## src/common/bmc_pkg.sv

```systemverilog
// Shared constants and types for the minimum-mode bus control block.
package bmc_pkg;

    // Number of system clocks in one half of a processor clock state.
    localparam int unsigned BMC_HALF_DIV = 2;

    // Width of the cycle status code {io/mem select, direction, status low}.
    localparam int unsigned BMC_TYPE_W = 3;

    // Cycle status codes, ordered as {mem_io_select, xcvr_direction, cycle_status_low_n}.
    localparam logic [2:0] BMC_CYC_IRQ_ACK_STROBE_N    = 3'h0 | 3'h4;
    localparam logic [2:0] BMC_CYC_IO_RD   = 3'h5;
    localparam logic [2:0] BMC_CYC_IO_WR   = 3'h6;
    localparam logic [2:0] BMC_CYC_HALT    = 3'h7;
    localparam logic [2:0] BMC_CYC_CODE    = 3'h0;
    localparam logic [2:0] BMC_CYC_MEM_RD  = 3'h1;
    localparam logic [2:0] BMC_CYC_MEM_WR  = 3'h2;
    localparam logic [2:0] BMC_CYC_PASSIVE = 3'h3;

    // Bit positions inside a cycle status code.
    localparam int unsigned BMC_BIT_IOM = 2;
    localparam int unsigned BMC_BIT_DTR = 1;
    localparam int unsigned BMC_BIT_SS0 = 0;

    // Reset values of the status code and of floated lines (bus-hold keeps a one).
    localparam logic [2:0] BMC_TYPE_RST  = 3'h3;
    localparam logic       BMC_FLOAT_LVL = 1'b1;

    // Processor clock states, Gray coded along idle, T1, T2, T3, T4.
    typedef enum logic [2:0] {
        BMC_TI = 3'h0,
        BMC_T1 = 3'h1,
        BMC_T2 = 3'h3,
        BMC_T3 = 3'h2,
        BMC_T4 = 3'h6,
        BMC_TW = 3'h7,
        BMC_TH = 3'h4
    } bmc_state_t;

endpackage

```

## src/hdl/bmc_phase_div.sv

```systemverilog
// Divider that marks each half of a processor clock state with an enable pulse.
`timescale 1ns/1ps
module bmc_phase_div
    import bmc_pkg::*;
#(
    parameter int unsigned HALF_DIV = BMC_HALF_DIV
) (
    input  wire logic sys_clk_i,
    input  wire logic resetn_i,
    output logic      ph_en_o
);

    // Counter width covers the divide ratio even when it is one.
    localparam int unsigned CNT_W = (HALF_DIV > 1) ? $clog2(HALF_DIV) : 1;
    localparam logic [CNT_W-1:0] CNT_LAST = CNT_W'(HALF_DIV - 1);

    logic [CNT_W-1:0] cnt_q;    // System clocks elapsed in this half state.
    logic [CNT_W-1:0] cnt_d;    // Next counter value.
    logic             en_q;     // Registered enable pulse.
    logic             en_d;     // Next enable pulse.

    // The pulse is registered so that the consumer sees a clean one-cycle strobe.
    always_comb begin
        if (cnt_q == CNT_LAST) begin
            cnt_d = '0;
            en_d  = 1'b1;
        end else begin
            cnt_d = cnt_q + CNT_W'(1);
            en_d  = 1'b0;
        end
    end

    // Registers only.
    always_ff @(posedge sys_clk_i or negedge resetn_i) begin
        if (!resetn_i) begin
            cnt_q <= '0;
            en_q  <= 1'b0;
        end else begin
            cnt_q <= cnt_d;
            en_q  <= en_d;
        end
    end

    assign ph_en_o = en_q;

endmodule

```

## src/hdl/bmc_bus_ctrl.sv

```systemverilog
// Minimum-mode local bus control: strobes, transceiver control, hold handshake and status.
`timescale 1ns/1ps
module bmc_bus_ctrl
    import bmc_pkg::*;
#(
    parameter int unsigned HALF_DIV = BMC_HALF_DIV
) (
    input  wire logic                  sys_clk_i,
    input  wire logic                  resetn_i,
    input  wire logic                  cyc_req_i,
    input  wire logic [BMC_TYPE_W-1:0] cyc_type_i,
    input  wire logic                  wait_req_i,
    input  wire logic                  hold_req_i,
    output logic                       cyc_ack_o,
    output logic                       bus_hold_grant_o,
    output logic                       bus_float_o,
    output logic                       addr_latch_strobe_o,
    output logic                       irq_ack_strobe_n_o,
    output logic                       irq_ack_strobe_n_oe_n_o,
    output logic                       xcvr_output_enable_n_o,
    output logic                       xcvr_output_enable_n_oe_n_o,
    output logic                       xcvr_direction_o,
    output logic                       xcvr_direction_oe_n_o,
    output logic                       mem_io_select_o,
    output logic                       mem_io_select_oe_n_o,
    output logic                       cycle_status_low_n_o,
    output logic                       cycle_status_low_n_oe_n_o
);

    // Strobe values {latch, acknowledge_n, enable_n} for one half state.
    typedef logic [2:0] bmc_strb_t;

    logic                  ph_en;        // One pulse per half processor state.
    bmc_state_t            state_q;      // Current processor clock state.
    bmc_state_t            state_d;      // Next processor clock state.
    logic                  half_q;       // Second half of the state when set.
    logic                  half_d;       // Next half flag.
    logic [BMC_TYPE_W-1:0] type_q;       // Status code of the current or next cycle.
    logic [BMC_TYPE_W-1:0] type_d;       // Next status code.
    logic                  pend_q;       // A cycle was taken and starts at the next T1.
    logic                  pend_d;       // Next pending flag.
    logic                  grant_q;      // Hold grant.
    logic                  grant_d;      // Next hold grant.
    logic                  float_q;      // Bus and controls released.
    logic                  float_d;      // Next float flag.
    logic                  ack_q;        // One-cycle acceptance pulse.
    logic                  ack_d;        // Next acceptance pulse.
    bmc_strb_t             strb_q;       // Registered strobes.
    bmc_strb_t             strb_d;       // Next strobes.
    logic [BMC_TYPE_W-1:0] stat_q;       // Status pins as driven, bus-hold one when released.
    logic [BMC_TYPE_W-1:0] stat_d;       // Next status pins.

    // Half-state timing comes from the shared divider.
    bmc_phase_div #(
        .HALF_DIV (HALF_DIV)
    ) u_phase_div (
        .sys_clk_i (sys_clk_i),
        .resetn_i  (resetn_i),
        .ph_en_o   (ph_en)
    );

    // A write cycle drives data outward: direction bit set, but halt and passive are no transfer.
    function automatic logic is_write(input logic [BMC_TYPE_W-1:0] typ);
        return typ[BMC_BIT_DTR] && (typ != BMC_CYC_HALT) && (typ != BMC_CYC_PASSIVE);
    endfunction

    // Strobe levels at a given position of the bus cycle.
    function automatic bmc_strb_t strobes(input bmc_state_t            st,
                                          input logic                  hf,
                                          input logic [BMC_TYPE_W-1:0] typ);
        logic ale;
        logic ack_n;
        logic en_n;
        logic data;
        logic mid;
        ale   = (st == BMC_T1) && !hf;
        data  = (typ != BMC_CYC_HALT) && (typ != BMC_CYC_PASSIVE);
        mid   = (st == BMC_T3) || (st == BMC_TW) || ((st == BMC_T4) && !hf);
        ack_n = !((typ == BMC_CYC_IRQ_ACK_STROBE_N) &&
                  ((st == BMC_T2) || (st == BMC_T3) || (st == BMC_TW)));
        if (is_write(typ)) begin
            en_n = !(data && ((st == BMC_T2) || mid));
        end else begin
            en_n = !(data && (((st == BMC_T2) && hf) || mid));
        end
        return {ale, ack_n, en_n};
    endfunction

    // Sequencer: advances a half state on each enable and runs the hold handshake.
    always_comb begin
        state_d = state_q;
        half_d  = half_q;
        type_d  = type_q;
        pend_d  = pend_q;
        grant_d = grant_q;
        float_d = float_q;
        ack_d   = 1'b0;
        if (ph_en) begin
            if (!half_q) begin
                // Middle of a state: hold and new cycles are decided here.
                half_d = 1'b1;
                if ((state_q == BMC_T4) || (state_q == BMC_TI)) begin
                    if (hold_req_i && !pend_q) begin
                        // Hold wins over a waiting cycle; the cycle waits for release.
                        grant_d = 1'b1;
                        float_d = 1'b1;
                    end else if (cyc_req_i && !pend_q) begin
                        // Status for the next cycle turns valid in this T4 or idle state.
                        type_d = cyc_type_i;
                        pend_d = 1'b1;
                        ack_d  = 1'b1;
                    end
                end
            end else begin
                half_d = 1'b0;
                unique case (state_q)
                    BMC_TI, BMC_T4: begin
                        if (grant_q) begin
                            state_d = BMC_TH;
                        end else if (pend_q) begin
                            state_d = BMC_T1;
                            pend_d  = 1'b0;
                        end else begin
                            state_d = BMC_TI;
                        end
                    end
                    BMC_T1: begin
                        // A halt shows its status and latch pulse, then goes idle.
                        state_d = (type_q == BMC_CYC_HALT) ? BMC_TI : BMC_T2;
                    end
                    BMC_T2: begin
                        state_d = BMC_T3;
                    end
                    BMC_T3, BMC_TW: begin
                        state_d = wait_req_i ? BMC_TW : BMC_T4;
                    end
                    BMC_TH: begin
                        if (!hold_req_i) begin
                            grant_d = 1'b0;
                        end
                        // Lines stay released until a cycle actually needs the bus.
                        if (!grant_q && cyc_req_i) begin
                            float_d = 1'b0;
                            type_d  = cyc_type_i;
                            ack_d   = 1'b1;
                            state_d = BMC_T1;
                        end
                    end
                    default: begin
                        state_d = BMC_TI;
                    end
                endcase
            end
        end
        // Released lines show the bus-hold one; the latch strobe is driven low instead.
        // Folding the float into the flops keeps every pin free of output logic.
        if (float_d) begin
            strb_d = {1'b0, BMC_FLOAT_LVL, BMC_FLOAT_LVL};
            stat_d = {BMC_TYPE_W{BMC_FLOAT_LVL}};
        end else begin
            strb_d = strobes(state_d, half_d, type_d);
            stat_d = type_d;
        end
    end

    // Registers only.
    always_ff @(posedge sys_clk_i or negedge resetn_i) begin
        if (!resetn_i) begin
            state_q <= BMC_TI;
            half_q  <= 1'b0;
            type_q  <= BMC_TYPE_RST;
            pend_q  <= 1'b0;
            grant_q <= 1'b0;
            float_q <= 1'b0;
            ack_q   <= 1'b0;
            strb_q  <= 3'h3;
            stat_q  <= BMC_TYPE_RST;
        end else begin
            state_q <= state_d;
            half_q  <= half_d;
            type_q  <= type_d;
            pend_q  <= pend_d;
            grant_q <= grant_d;
            float_q <= float_d;
            ack_q   <= ack_d;
            strb_q  <= strb_d;
            stat_q  <= stat_d;
        end
    end

    // Every pin comes straight from a flop, so nothing glitches when the bus is released.
    assign cyc_ack_o                   = ack_q;
    assign bus_hold_grant_o            = grant_q;
    assign bus_float_o                 = float_q;
    assign addr_latch_strobe_o         = strb_q[2];
    assign irq_ack_strobe_n_o          = strb_q[1];
    assign irq_ack_strobe_n_oe_n_o     = float_q;
    assign xcvr_output_enable_n_o      = strb_q[0];
    assign xcvr_output_enable_n_oe_n_o = float_q;
    assign xcvr_direction_o            = stat_q[BMC_BIT_DTR];
    assign xcvr_direction_oe_n_o       = float_q;
    assign mem_io_select_o             = stat_q[BMC_BIT_IOM];
    assign mem_io_select_oe_n_o        = float_q;
    assign cycle_status_low_n_o        = stat_q[BMC_BIT_SS0];
    assign cycle_status_low_n_oe_n_o   = float_q;

endmodule

```

## config.mk

```make
export PLATFORM = sky130hd
export DESIGN_NAME = bmc_bus_ctrl
export DESIGN_NICKNAME = d
export VERILOG_FILES = /design/src/common/bmc_pkg.sv /design/src/hdl/bmc_phase_div.sv /design/src/hdl/bmc_bus_ctrl.sv
export SDC_FILE = /design/constraint.sdc
export NUM_CORES = 1
export LEC_CHECK = 0
export ABC_AREA = 1
export BUFFER_PORTS_ARGS = -buffer_cell sky130_fd_sc_hd__clkbuf_2
export CORE_AREA = 5 5 55 57
export DETAILED_ROUTE_END_ITERATION = 10
export DIE_AREA = 0 0 60 62
export GPL_ROUTABILITY_DRIVEN = 0
export HOLD_SLACK_MARGIN = 0.02
export PLACE_DENSITY = 0.7
export SLEW_MARGIN = 20
export SYNTH_ARGS = -nofsm -noshare
export SYNTH_HDL_FRONTEND = slang
export SYNTH_HIERARCHICAL = 1
export SYNTH_SLANG_ARGS = --single-unit
```

## constraint.sdc

```tcl
create_clock -name sys_clk_i -period 1.5 [get_ports sys_clk_i]
set_clock_uncertainty 0.2 [all_clocks]
set_input_delay 0.3 -clock sys_clk_i [delete_from_list [all_inputs] [get_ports sys_clk_i]]
set_output_delay 0.3 -clock sys_clk_i [all_outputs]
set_load 0.02 [all_outputs]
```

# Word level (Yosys, flattened, before mapping)
# Index checks and enable logic that the tools add are counted.
dict set report totals {
  ff_bits 19
  in_bits 8
  wordCells 111
}
dict set report op_classes {
  add_sub_neg 1
  eq_ne 20
  n_mux 46
  n_reduce_logical 33
}
# cell n
set ops {}
lappend ops {{2-to-1 mux 3 bit} 13}
lappend ops {{2-to-1 mux 1 bit} 31}
lappend ops {{== test 3 bit, second input constant} 7}
lappend ops {{one-hot mux 3 bit (5 select lines)} 1}
lappend ops {{== test 3 x 2 -> 1 bit, second input constant} 4}
lappend ops {{logical AND 1 bit} 12}
lappend ops {{logical OR 1 bit} 7}
lappend ops {{== test 3 x 1 -> 1 bit, second input constant} 2}
lappend ops {{zero test 1 bit} 6}
lappend ops {{inequality test 2 bit, second input constant} 3}
lappend ops {{AND reduction 6 bit} 1}
lappend ops {{nonzero test 2 bit} 3}
lappend ops {{AND reduction 5 bit} 1}
lappend ops {{inequality test 2 x 1 -> 1 bit, second input constant} 2}
lappend ops {{OR reduction 2 bit} 2}
lappend ops {{zero test 3 bit} 1}
lappend ops {{inequality test 3 x 2 -> 1 bit, second input constant} 1}
lappend ops {{inequality test 3 bit, second input constant} 1}
lappend ops {{2-to-1 mux 2 bit} 1}
lappend ops {{adder 1 bit, second input constant} 1}

# Logic depth before layout (Yosys ltp)
# Gate-level depths: netlist of the first run.
dict set report depth {
  depth_word 14
  mapped_depth 12
  mapped_depth_nobuf 12
}

# Hierarchy
# The synthesis of the first run kept the hierarchy.
# mod n_inst cells_each area_each_um2
set by_module_without_submodules {}
lappend by_module_without_submodules {bmc_bus_ctrl 1 118 989.7}
lappend by_module_without_submodules {bmc_phase_div 1 3 53.8}

# Worst setup path after synthesis of the first run
# No wires, ideal clock.
dict set report synth_timing {
  kind {register to register}
  start {reg grant_q (netlist: bus_hold_grant_o)}
  end {reg strb_q[1]}
  setup_time_ns 0.094
  arrival_time_ns 1.310
  slack_ns -0.104
  stages_incl_launch_ff 11
  path_buffers 0
  path_cell_list {dfrtp_1 -> inv_1 -> nand2_1 -> nor2_4 -> nand2_4 -> nand2_2 -> nand2_2 -> clkinv_2 -> nand3_4 -> nor3_2 -> o211ai_1}
}
# item line_no
set synth_rtl {}
lappend synth_rtl {{from (decl)} bmc_bus_ctrl.sv:42} ;# logic grant_q;
lappend synth_rtl {{from (signal assigned)} bmc_bus_ctrl.sv:183} ;# grant_q <= grant_d;
lappend synth_rtl {{zero test 1 bit} bmc_bus_ctrl.sv:142} ;# if (!grant_q && cyc_req_i) begin
lappend synth_rtl {{logical AND 1 bit} bmc_bus_ctrl.sv:142}
lappend synth_rtl {{2-to-1 mux 1 bit} bmc_bus_ctrl.sv:142}
lappend synth_rtl {{2-to-1 mux 1 bit} bmc_bus_ctrl.sv:116} ;# unique case (state_q)
lappend synth_rtl {{2-to-1 mux 1 bit} bmc_bus_ctrl.sv:99} ;# if (!half_q) begin
lappend synth_rtl {{2-to-1 mux 1 bit} bmc_bus_ctrl.sv:98} ;# if (ph_en) begin
lappend synth_rtl {{named net float_d} bmc_bus_ctrl.sv:45} ;# logic float_d;
lappend synth_rtl {{2-to-1 mux 3 bit} bmc_bus_ctrl.sv:157} ;# if (float_d) begin
lappend synth_rtl {{named net strb_d[1]} bmc_bus_ctrl.sv:49} ;# bmc_strb_t strb_d;
lappend synth_rtl {{to (signal assigned)} bmc_bus_ctrl.sv:186} ;# strb_q <= strb_d;
lappend synth_rtl {{to (decl)} bmc_bus_ctrl.sv:48} ;# bmc_strb_t strb_q;
# The timed path passes the listed nets, and every way through them passes these cells.
# A chain may end at the register's enable or synchronous reset.

# Final worst setup path of the first run
dict set report layout_timing {
  start {reg state_q[1]}
  end {reg strb_q[0]}
}
dict set report layout_via {
  elab_chain_len 13
}
# item line_no
set layout_rtl {}
lappend layout_rtl {{from (decl)} bmc_bus_ctrl.sv:34} ;# bmc_state_t state_q;
lappend layout_rtl {{from (signal assigned)} bmc_bus_ctrl.sv:179} ;# state_q <= state_d;
lappend layout_rtl {{== test 3 x 2 -> 1 bit (tied with other cells)} bmc_bus_ctrl.sv:116}
lappend layout_rtl {{OR reduction 2 bit} bmc_bus_ctrl.sv:116}
lappend layout_rtl {{one-hot mux 3 bit (5 select lines)} bmc_bus_ctrl.sv:116}
lappend layout_rtl {{2-to-1 mux 3 bit} bmc_bus_ctrl.sv:99}
lappend layout_rtl {{2-to-1 mux 3 bit (*)} bmc_bus_ctrl.sv:98}
lappend layout_rtl {{named net state_d[1]} bmc_bus_ctrl.sv:35} ;# bmc_state_t state_d;
lappend layout_rtl {{== test 3 x 2 -> 1 bit / == test 3 bit (equally long branches)} bmc_bus_ctrl.sv:78} ;# mid = (st == BMC_T3) || (st == BMC_TW) || ((st == BMC_T4) && !hf);
lappend layout_rtl {{logical OR 1 bit / logical AND 1 bit (equally long branches)} bmc_bus_ctrl.sv:78}
lappend layout_rtl {{logical OR 1 bit} bmc_bus_ctrl.sv:78}
lappend layout_rtl {{logical OR 1 bit (on tied branches)} {bmc_bus_ctrl.sv:84, bmc_bus_ctrl.sv:82}}
lappend layout_rtl {{logical AND 1 bit (on tied branches)} {bmc_bus_ctrl.sv:84, bmc_bus_ctrl.sv:82}}
lappend layout_rtl {{zero test 1 bit (on tied branches)} {bmc_bus_ctrl.sv:84, bmc_bus_ctrl.sv:82}}
lappend layout_rtl {{2-to-1 mux 1 bit (*)} bmc_bus_ctrl.sv:81} ;# if (is_write(typ)) begin
lappend layout_rtl {{2-to-1 mux 3 bit (*)} bmc_bus_ctrl.sv:157}
lappend layout_rtl {{named net strb_d[0]} bmc_bus_ctrl.sv:49}
# The timed path passes the listed nets; every way through them passes the cells marked *.

==> reports/metrics.cfg, run 1 <==
[finish]
layout.nets=182
insertedDiodeCount=0
layout_common_cells=sky130_fd_sc_hd__buf_4, sky130_fd_sc_hd__nand2_1, sky130_fd_sc_hd__clkbuf_2
flow.area_growth_from_synthesis_pct=51.4
fraction_of_layout_cells_with_a_size_suffix_above_1_pct=61.3
layout.cells.most_common=sky130_fd_sc_hd__buf_4

[synth]
postSynthNetCount=129
yosysWarnings=6
cells_after_synth=121
most_used_flip_flop_cell_after_synthesis=sky130_fd_sc_hd__dfrtp_1
synthesis.area_um2=1040
synth-seq-area-share_pct=46.3
synth_enable_flop_cells=0
synth_seq_cells=19
post_synth_num_cell_types=22
synth-async-reset-ratio_pct=100
synth.avg_cell_area_um2=8.62

[place]
port_buffers=21
dp_worst_setup_slack_ns=-0.239
detailed_place_hpwl_mm=1.83

[floorplanning]
chipWidth_um=60
initial_utilization_pct=42.9
die_h_um=62
design.portCount=22
core-area_um2=2430
die-area_um2=3720
rows=18

[critical_path]
rr_endpoint=strb_q[0]$_DFF_PN1_
worst_ep_required_time_ns=1.55
crit_path_end_kind=register
internal_reg_to_reg_setup_slack_ns=-0.24
worst_setup_path_start_kind=register
regToRegStartpoint=state_q[1]$_DFF_PN0_
setup.worst_path.class=register to register
arrival_ns=1.79
start_point_of_the_critical_path=state_q[1]$_DFF_PN0_
reg2regPathDepth=11
timing.critical_path.fanout_max=7

[timing]
report.final.hold_viol_count=0
hold_slack_ns=0.158
worst_slew_pin_slew_ns=0.488
timing.final.ws_setup_ns=-0.235
timing_max_transition_violations_final=0
max_slew_margin_pct=67.4
fin_crit_ns=1.74
max_frequency_ghz=0.576
finalCritPeriodShare_pct=116
grt_setup_unrepaired=true
setup-violations-final=9

[clock_network]
clock_pin_slew_worst_setup_and_hold_paths_ns=0.12
clock_tree.buffer_depth=2
root_buffer=sky130_fd_sc_hd__clkbuf_4
cts.htree.levels=1
tritoncts_clock_tree=yes
clkLatencyLatePin_ns=0.31
cts-buffers-inserted=3
cts_sinks=19

[drt]
remaining_drc_errors=0
detail_route.first_pass.iterations=4
viasPerCell=4.86
drtAntennaViolNets=0
avgRoutedWirePerCell_um=14.4
dr_vias=987
routed_wl_mm=2.92
detail_route.iter0.violations=32

[pwr]
fin_total_pwr_mw=3.22
p_leak_nw=0.820
max-vdd-ir-drop_mv=1.49
power.density_nw_per_um2=2040

[run]
maxCapViolations=0

[grt]
track_usage_pct=15.9
number_of_antenna_violations_at_the_first_check_in_global_routing=0
grt_pass1_vias=969
largest_net_degree_at_the_start_of_global_routing=20
gr_ovfl_total=0
grt_pass1_wl_mm=4.26

[outcome]
failed_checks=setup timing
outcome=finished, violations left

[min_path]
holdPathEnd=type_q[2]$_DFF_PN0_
hold_start=cyc_type_i[2]
hold_path.class=primary input to register
worst_hold_path_depth=5

how the worst max path moves through the flow:
stage                          end  slack [ns]  cells past startpoint
5_1_grt        strb_q[0]$_DFF_PN1_       -0.33                     11
3_3_place_gp   strb_q[1]$_DFF_PN1_       -0.22                     10
3_5_place_dp   strb_q[1]$_DFF_PN1_       -0.24                     10
4_1_cts        strb_q[0]$_DFF_PN1_       -0.20                     13
6_report       strb_q[0]$_DFF_PN1_       -0.24                     11
2_1_floorplan  strb_q[1]$_DFF_PN1_       -0.07                     10
metrics by stage:
stage               setup TNS (ns)  util [%]  instance area (µm²)  cells
global placement            -0.771      53.3                 1300    186
CTS                          -1.13      61.8                 1500    200
global route                 -1.91      65.0                 1580    203
finish                       -1.24      65.0                 1580    203
detailed placement          -0.964      53.3                 1300    186
floorplan                   -0.136         -                 1050    121
cells in the mapped netlist, types with 3 or more instances:
cell type	n	share of area (%)
sky130_fd_sc_hd__o21ai_0	3	1.4
sky130_fd_sc_hd__buf_4	5	3.6
sky130_fd_sc_hd__inv_2	3	1.1
sky130_fd_sc_hd__nand3_1	12	5.8
sky130_fd_sc_hd__nor2_2	3	1.8
sky130_fd_sc_hd__inv_1	11	4.0
sky130_fd_sc_hd__nand2_1	26	9.4
sky130_fd_sc_hd__dfrtp_1	13	31
sky130_fd_sc_hd__dfstp_2	6	15
sky130_fd_sc_hd__nand2_4	4	4.3
sky130_fd_sc_hd__nand2_2	10	6.0
sky130_fd_sc_hd__nor2_1	9	3.2
sky130_fd_sc_hd__nor3_1	3	1.4
where the power goes:
part,internal (mW),switching (mW)
clock network,0.0996,0.177
registers,0.748,0.161
logic,0.949,1.08
total,1.80,1.42
repair_timing:
item | CTS | global route
resized for setup | 25 | 22
setup endpoints to repair | 14 | 21
hold buffers | 3 | 0
pin swaps | 10 | 7
gates cloned | 0 | 0
hold endpoints to repair | 15 | 0
setup buffers | 7 | 3
critical path: stages (launching register included):
cell and delay (ns):
sky130_fd_sc_hd__dfrtp_1 0.44, sky130_fd_sc_hd__buf_6 0.14, sky130_fd_sc_hd__inv_2 0.06, sky130_fd_sc_hd__nand3_2 0.10, sky130_fd_sc_hd__o21ai_2 0.19, sky130_fd_sc_hd__nand2_2 0.08
sky130_fd_sc_hd__o21ai_4 0.11, sky130_fd_sc_hd__nand3_1 0.11, sky130_fd_sc_hd__nand2_1 0.07, sky130_fd_sc_hd__nand2_1 0.05, sky130_fd_sc_hd__nand3_1 0.07, sky130_fd_sc_hd__nand2_1 0.05
sequential cells by signal, indices dropped and copies added (netlist names):
| name | cells |
|---|---|
| type_q | 3 |
| bus_float_o | 1 |
| half_q | 1 |
| cyc_ack_o | 1 |
| state_q | 3 |
| pend_q | 1 |
| bus_hold_grant_o | 1 |
| strb_q | 3 |
| u_phase_div/ph_en_o | 1 |
| u_phase_div/cnt_q | 1 |
| stat_q | 3 |
cell type report:
| class | instances | area (µm²) |
|---|---|---|
| fill | 196 | 852 |
| inverter | 16 | 67.6 |
| clock inverter | 1 | 5.00 |
| timing repair buffer | 53 | 413 |
| sequential | 19 | 487 |
| clock buffer | 3 | 22.5 |
| tap | 30 | 37.5 |
| multi-input combinational | 81 | 548 |
routing by layer:
| layer | up-vias | GRT usage, % | wire (µm) |
|---|---|---|---|
| met2 | 26 | 29.2 | 1560 |
| met3 | 8 | 3.31 | 121 |
| met5 | - | 0 | 0 |
| li1 | 481 | - | - |
| met4 | 0 | 7.28 | 72 |
| met1 | 472 | 17.6 | 1170 |
logic make-up (layout without fill, tap and decap cells):
group | count (synthesis) | after routing | share of synthesized area, %
compound gates | 7 | 7 | 5.40
buf+inv | 21 | 73 | 9.59
simple gates | 74 | 74 | 38.7
flops | 19 | 19 | 46.3
No activity file was read; power rests on OpenSTA's default activity.
==> run 2: changes to the inputs <==
--- a/config.mk
+++ b/config.mk
@@ -12,6 +12,7 @@
 export DIE_AREA = 0 0 60 62
 export GPL_ROUTABILITY_DRIVEN = 0
 export HOLD_SLACK_MARGIN = 0.02
+export MAX_ROUTING_LAYER = met4
 export PLACE_DENSITY = 0.7
 export SLEW_MARGIN = 20
 export SYNTH_ARGS = -nofsm -noshare
==> reports/metrics.cfg, run 2 (synthesis gave the netlist of run 1 again) <==
[outcome]
outcome=finished, violations left
failed_checks=setup timing

[critical_path]
regToRegStartpoint=type_q[1]$_DFF_PN1_
arrival_ns=1.81  ; +0.02 ns
reg2regPathDepth=9  ; -2
worst_ep_required_time_ns=1.55  ; about the same
critPathSlowestCell=sky130_fd_sc_hd__dfstp_2
internal_reg_to_reg_setup_slack_ns=-0.26  ; -0.02 ns
rr_endpoint=strb_q[2]$_DFF_PN0_
cpLargestDelayFamily=simple AND/OR/NAND/NOR gates
timing.critical_path.fanout_max=7  ; unchanged
cp_cell_sequence=nand2_2 > nor2_2 > buf_4 > o21ai_2 > nand2_2 > o21ai_4 > nor3_2 > nand2_1 > nor2_1
worst_setup_path_start_kind=register
setup.worst_path.class=register to register
crit_top_cell=sky130_fd_sc_hd__nand2_2
cpPeakStageDelay_ns=0.56  ; +0.12 ns
critical_path.n_buffers_inverters=1  ; -1
crit_path_end_kind=register

[timing]
report.final.hold_viol_count=0  ; unchanged
finalCritPeriodShare_pct=117  ; +1.6 points
worst_slew_pin_slew_ns=0.491  ; +0.00260 ns
setup-violations-final=15  ; +6
grt_setup_unrepaired=true
max_frequency_ghz=0.568  ; -1.4%
setup_tns_ns=-1.56  ; -0.315 ns
timing_max_transition_violations_final=0  ; unchanged
timing.final.ws_setup_ns=-0.259  ; -0.0241 ns
max_slew_margin_pct=67.3  ; -0.17 points
fin_crit_ns=1.76  ; +0.0241 ns

[clock_network]
cts_sinks=19  ; unchanged
clock_tree.buffer_depth=2  ; unchanged
clkLatencyLatePin_ns=0.31  ; about the same
cts.htree.levels=1  ; unchanged
tritoncts_clock_tree=yes
cts-buffers-inserted=3  ; unchanged
clock_pin_slew_worst_setup_and_hold_paths_ns=0.12  ; about the same
root_buffer=sky130_fd_sc_hd__clkbuf_4

[finish]
multiInputGateArea_um2=541  ; -1.4%
number_of_standard_cells_in_the_layout_taps_in_and_fillers_out=203  ; unchanged
insertedDiodeCount=0  ; unchanged
seqCellArea_um2=485  ; -0.26%
final.fill_count=200  ; +2.0%
final_core_util_pct=64.5  ; -0.51 points
flow.area_growth_from_synthesis_pct=50.2
layout.nets=182  ; unchanged
layout_common_cells=sky130_fd_sc_hd__buf_4, sky130_fd_sc_hd__nand2_1, sky130_fd_sc_hd__clkbuf_2
layout.cells.most_common=sky130_fd_sc_hd__buf_4
fraction_of_layout_cells_with_a_size_suffix_above_1_pct=60.1  ; -1.2 points

[grt]
track_usage_pct=16.4  ; +0.50 points
gr_ovfl_total=0  ; unchanged
grt_pass1_wl_mm=4.27  ; +0.33%
number_of_antenna_violations_at_the_first_check_in_global_routing=0  ; unchanged
largest_net_degree_at_the_start_of_global_routing=20  ; unchanged
grt_pass1_vias=972  ; +0.31%

[floorplanning]
chipWidth_um=60  ; unchanged
die-area_um2=3720  ; unchanged
design.portCount=22  ; unchanged
initial_utilization_pct=42.9  ; unchanged
die_h_um=62  ; unchanged
rows=18  ; unchanged
core-area_um2=2430  ; unchanged

[pwr]
max-vdd-ir-drop_mv=1.49  ; about the same
share_clk_of_total_power_pct=8.8  ; +0.2 points
power.density_nw_per_um2=2020  ; -0.96%
power_report.internal_total_mw=1.76  ; -2.2%
power.share.combinational_pct=62.4  ; -0.7 points
p_leak_nw=0.817  ; -0.40%
fin_total_pwr_mw=3.16  ; -1.7%
pwr-share-seq_pct=28.8  ; +0.5 points
p_switching_mw=1.40  ; -1.2%
switching_share_pct=44.4  ; +0.25 points

[min_path]
worst_hold_path_depth=5  ; unchanged
holdPathEnd=type_q[2]$_DFF_PN0_
hold_path.class=primary input to register
hold_start=cyc_type_i[2]

[drt]
drtAntennaViolNets=0  ; unchanged
viasPerCell=4.90  ; +0.81%
dr_vias=995  ; +0.81%
routed_wl_mm=2.93  ; +0.55%
remaining_drc_errors=0  ; unchanged
detail_route.iter0.violations=31  ; -3.1%
detail_route.first_pass.iterations=5  ; +1
avgRoutedWirePerCell_um=14.4  ; +0.55%

[run]
maxCapViolations=0  ; unchanged

[place]
port_buffers=21  ; unchanged
dp_worst_setup_slack_ns=-0.239  ; unchanged
detailed_place_hpwl_mm=1.83  ; unchanged
dp.cells=186  ; unchanged

[run 2: timing repair]
item / in CTS / in global routing
endpoints found under the setup margin: 14 / 22
buffers inserted: 7 / 3
hold endpoints to repair: 15 / 0
hold buffers: 3 / 0
resized for setup: 25 / 17
pin swaps: 10 / 9
[run 2: cell type report]
type                    instances  share of cell area, %
multi-input cells              81                   34.5
clock buffers                   3                   1.44
flip-flops and latches         19                   31.0
inverters                      16                   4.47
clock inverters                 1                  0.319
repair buffers                 53                   25.9
well taps                      30                   2.39
[run 2: how the worst max path moves through the flow]
stage | start | endpoint | slack (ns) | cells after the start
global placement | state_q[1]$_DFF_PN0_ | strb_q[1]$_DFF_PN1_ | -0.22 | 10
CTS | state_q[0]$_DFF_PN0_ | strb_q[0]$_DFF_PN1_ | -0.20 | 13
finish | type_q[1]$_DFF_PN1_ | strb_q[2]$_DFF_PN0_ | -0.26 | 9
global route | type_q[1]$_DFF_PN1_ | strb_q[2]$_DFF_PN0_ | -0.34 | 9
detailed placement | state_q[1]$_DFF_PN0_ | strb_q[1]$_DFF_PN1_ | -0.24 | 10
floorplan | state_q[1]$_DFF_PN0_ | strb_q[1]$_DFF_PN1_ | -0.07 | 10
[run 2: per-stage QoR]
stage,area (µm²),hold WS (ns)
2_1_floorplan,1050,-0.196
3_3_place_gp,1300,0.0707
3_5_place_dp,1300,0.0864
4_1_cts,1500,0.106
5_1_grt,1570,0.168
6_report,1570,0.155
[run 2: layer usage]
layer | track usage [%] | routed length (µm) | vias up
met2 | 29.3 | 1560 | 30
met1 | 17.5 | 1160 | 473
met3 | 3.31 | 123 | 10
li1 | - | - | 482
met4 | 7.28 | 85 | 0
met5 | - | 0 | -
[run 2: worst min-delay path, cell delays in order]
cell and delay [ns]:
sky130_fd_sc_hd__clkbuf_2 0.07, sky130_fd_sc_hd__inv_1 0.05, sky130_fd_sc_hd__nand2_4 0.08, sky130_fd_sc_hd__o21ai_4 0.07, sky130_fd_sc_hd__inv_1 0.06
[run 2: power by group through the flow]
stage	Sequential, mW	Combinational [mW]	Clock (mW)
after floorplan	1.01	0.857	0
after global placement	0.871	1.48	0
after detailed placement	0.880	1.51	0
after CTS	0.883	1.81	0.279
after global routing	0.935	2.09	0.307
final	0.911	1.97	0.278
==> run 3: changes to the inputs <==
--- a/config.mk
+++ b/config.mk
@@ -11,9 +11,11 @@
 export DETAILED_ROUTE_END_ITERATION = 10
 export DIE_AREA = 0 0 60 62
 export GPL_ROUTABILITY_DRIVEN = 0
+export GPL_TIMING_DRIVEN = 0
 export HOLD_SLACK_MARGIN = 0.02
 export MAX_ROUTING_LAYER = met4
 export PLACE_DENSITY = 0.7
+export SETUP_SLACK_MARGIN = 0.2
 export SLEW_MARGIN = 20
 export SYNTH_ARGS = -nofsm -noshare
 export SYNTH_HDL_FRONTEND = slang
==> reports/metrics.cfg, run 3 (synthesis gave the netlist of run 1 again) <==
[outcome]
outcome=finished, violations left
failed_checks=setup timing

[place]
port_buffers=21  ; unchanged
detailed_place_hpwl_mm=1.58  ; -13%
dp_worst_setup_slack_ns=-0.285  ; -0.0467 ns
place_area_um2=1200  ; -7.7%

[critical_path]
worst_ep_required_time_ns=1.53  ; -0.02 ns
crit_path_end_kind=register
cp_cell_sequence=nand2_2 > nor2_4 > nor2_2 > nor2_2 > nand3_2 > nand2_4 > nand2_4 > nand2_2 > nand2_1 > nand2_1 > nand3_1 > nand2_1
critPathSlowestCell=sky130_fd_sc_hd__dfstp_2
arrival_ns=1.78  ; -0.03 ns
timing.critical_path.fanout_max=5  ; -2
cpPeakStageDelay_ns=0.57  ; about the same
crit_top_cell=sky130_fd_sc_hd__nand2_1
worst_setup_path_start_kind=register
setup.worst_path.class=register to register

[drt]
detail_route.first_pass.iterations=4  ; -1
avgRoutedWirePerCell_um=13.2  ; -8.4%
met3RoutedLength_um=128  ; +4.1%
routed_wl_mm=2.57  ; -12%
remaining_drc_errors=0  ; unchanged
viasPerCell=4.82  ; -1.6%
detail_route.iter0.violations=12  ; -61%
length_of_routed_wiring_on_met1_um=952  ; -18%
drtAntennaViolNets=0  ; unchanged
detailroute.wirelength.met2_mm=1.47  ; -5.9%
dr_vias=936  ; -5.9%
maxUsedRoutingLayer=met4

[clock_network]
postCtsHoldBufs=1  ; -2
cts_sinks=19  ; unchanged
root_buffer=sky130_fd_sc_hd__clkbuf_4
cts-buffers-inserted=3  ; unchanged
clock_tree.buffer_depth=2  ; unchanged
cts.htree.levels=1  ; unchanged
clock_pin_slew_worst_setup_and_hold_paths_ns=0.11  ; about the same
tritoncts_clock_tree=yes
clkLatencyLatePin_ns=0.29  ; -0.02 ns

[min_path]
hold_path.class=primary input to register

[finish]
layout_common_cells=sky130_fd_sc_hd__nand2_1, sky130_fd_sc_hd__buf_4, sky130_fd_sc_hd__nand2_2, sky130_fd_sc_hd__buf_6
layout.cells.most_common=sky130_fd_sc_hd__nand2_1
flow.area_growth_from_synthesis_pct=57.3
fraction_of_layout_cells_with_a_size_suffix_above_1_pct=64.0  ; +3.9 points
postLayoutCellArea_um2=1640  ; +4.7%
insertedDiodeCount=0  ; unchanged
layout.nets=173  ; -4.9%

[floorplanning]
design.portCount=22  ; unchanged
die_h_um=62  ; unchanged
rows=18  ; unchanged
chipWidth_um=60  ; unchanged
initial_utilization_pct=42.9  ; unchanged
core-area_um2=2430  ; unchanged
die-area_um2=3720  ; unchanged

[pwr]
power.density_nw_per_um2=2070  ; +2.7%
max-vdd-ir-drop_mv=1.43  ; -4.0%
p_leak_nw=0.821  ; +0.49%

[grt]
largest_net_degree_at_the_start_of_global_routing=20  ; unchanged
track_usage_pct=14.6  ; -1.8 points
number_of_antenna_violations_at_the_first_check_in_global_routing=0  ; unchanged
grt_pass1_wl_mm=3.86  ; -9.7%
grt_pass1_vias=907  ; -6.7%
gr_ovfl_total=0  ; unchanged

[timing]
timing_max_transition_violations_final=0  ; unchanged
max_slew_margin_pct=68.7  ; +1.4 points
setup_tns_ns=-1.48  ; +0.0733 ns
max_frequency_ghz=0.575  ; +1.1%
grt_setup_unrepaired=true
finalCritPeriodShare_pct=116  ; -1.2 points
timing.final.ws_setup_ns=-0.240  ; +0.0187 ns
setup-violations-final=14  ; -1
worst_slew_pin_slew_ns=0.470  ; -0.0212 ns
fin_crit_ns=1.74  ; -0.0187 ns
report.final.hold_viol_count=0  ; unchanged

[run]
maxCapViolations=0  ; unchanged

-- run 3: report_power, final --
group | switching (mW) | internal [mW]
clock | 0.147 | 0.103
sequential | 0.220 | 0.753
combinational | 1.05 | 1.13
-- run 3: worst max-delay path: cells and delay by family (launching register included) --
kind             cells  cell delay (ns)
AND/OR/NAND/NOR     12             0.89
flip-flops           1             0.57
-- run 3: layer usage --
metal / track usage (%) / vias up
met3: 4.34 / 2
met5: - / -
met1: 15.1 / 444
met2: 26.7 / 26
li1: - / 464
met4: 4.43 / 0
-- run 3: path summary, 6_finish.rpt --
path                                                       to  cells after the start                   startpoint  slack (ns)
worst max register to register            strb_q[0]$_DFF_PN1_                     12          type_q[0]$_DFF_PN1_       -0.24
worst max-delay path                      strb_q[0]$_DFF_PN1_                     12          type_q[0]$_DFF_PN1_       -0.24
max in group asynchronous                state_q[0]$_DFF_PN0_                      2                     resetn_i        0.47
min in group asynchronous                    half_q$_DFF_PN0_                      2                     resetn_i        0.27
worst min register to register  u_phase_div/ph_en_o$_DFF_PN0_                      0  u_phase_div/cnt_q$_DFF_PN0_        0.19
worst min-delay path                      type_q[1]$_DFF_PN1_                      3                cyc_type_i[1]        0.03
-- run 3: repair_timing --
item | CTS | global route
pin swaps | 5 | 7
endpoints found under the hold margin | 15 | 2
setup buffers | 11 | 6
gates resized for setup | 52 | 29
endpoints found under the setup margin | 28 | 30
-- run 3: stage by stage --
stage	utilization [%]	hold slack, ns	std cells	total power [mW]
floorplan	-	-0.196	121	1.87
global placement	49.2	0.0661	172	2.17
detailed placement	49.2	0.0754	172	2.19
CTS	62.6	-0.000382	188	3.06
global route	67.5	0.0138	194	3.62
finish	67.5	0.0274	194	3.40
-- run 3: area by class of cell --
class | count | area [µm²]
Multi-Input combinational cell | 81 | 572
Tap cell | 30 | 37.5
Inverter | 16 | 66.3
Sequential cell | 19 | 489
Timing Repair Buffer | 39 | 394
Buffer | 5 | 56.3
Clock buffer | 4 | 26.3
Fill cell | 183 | 791
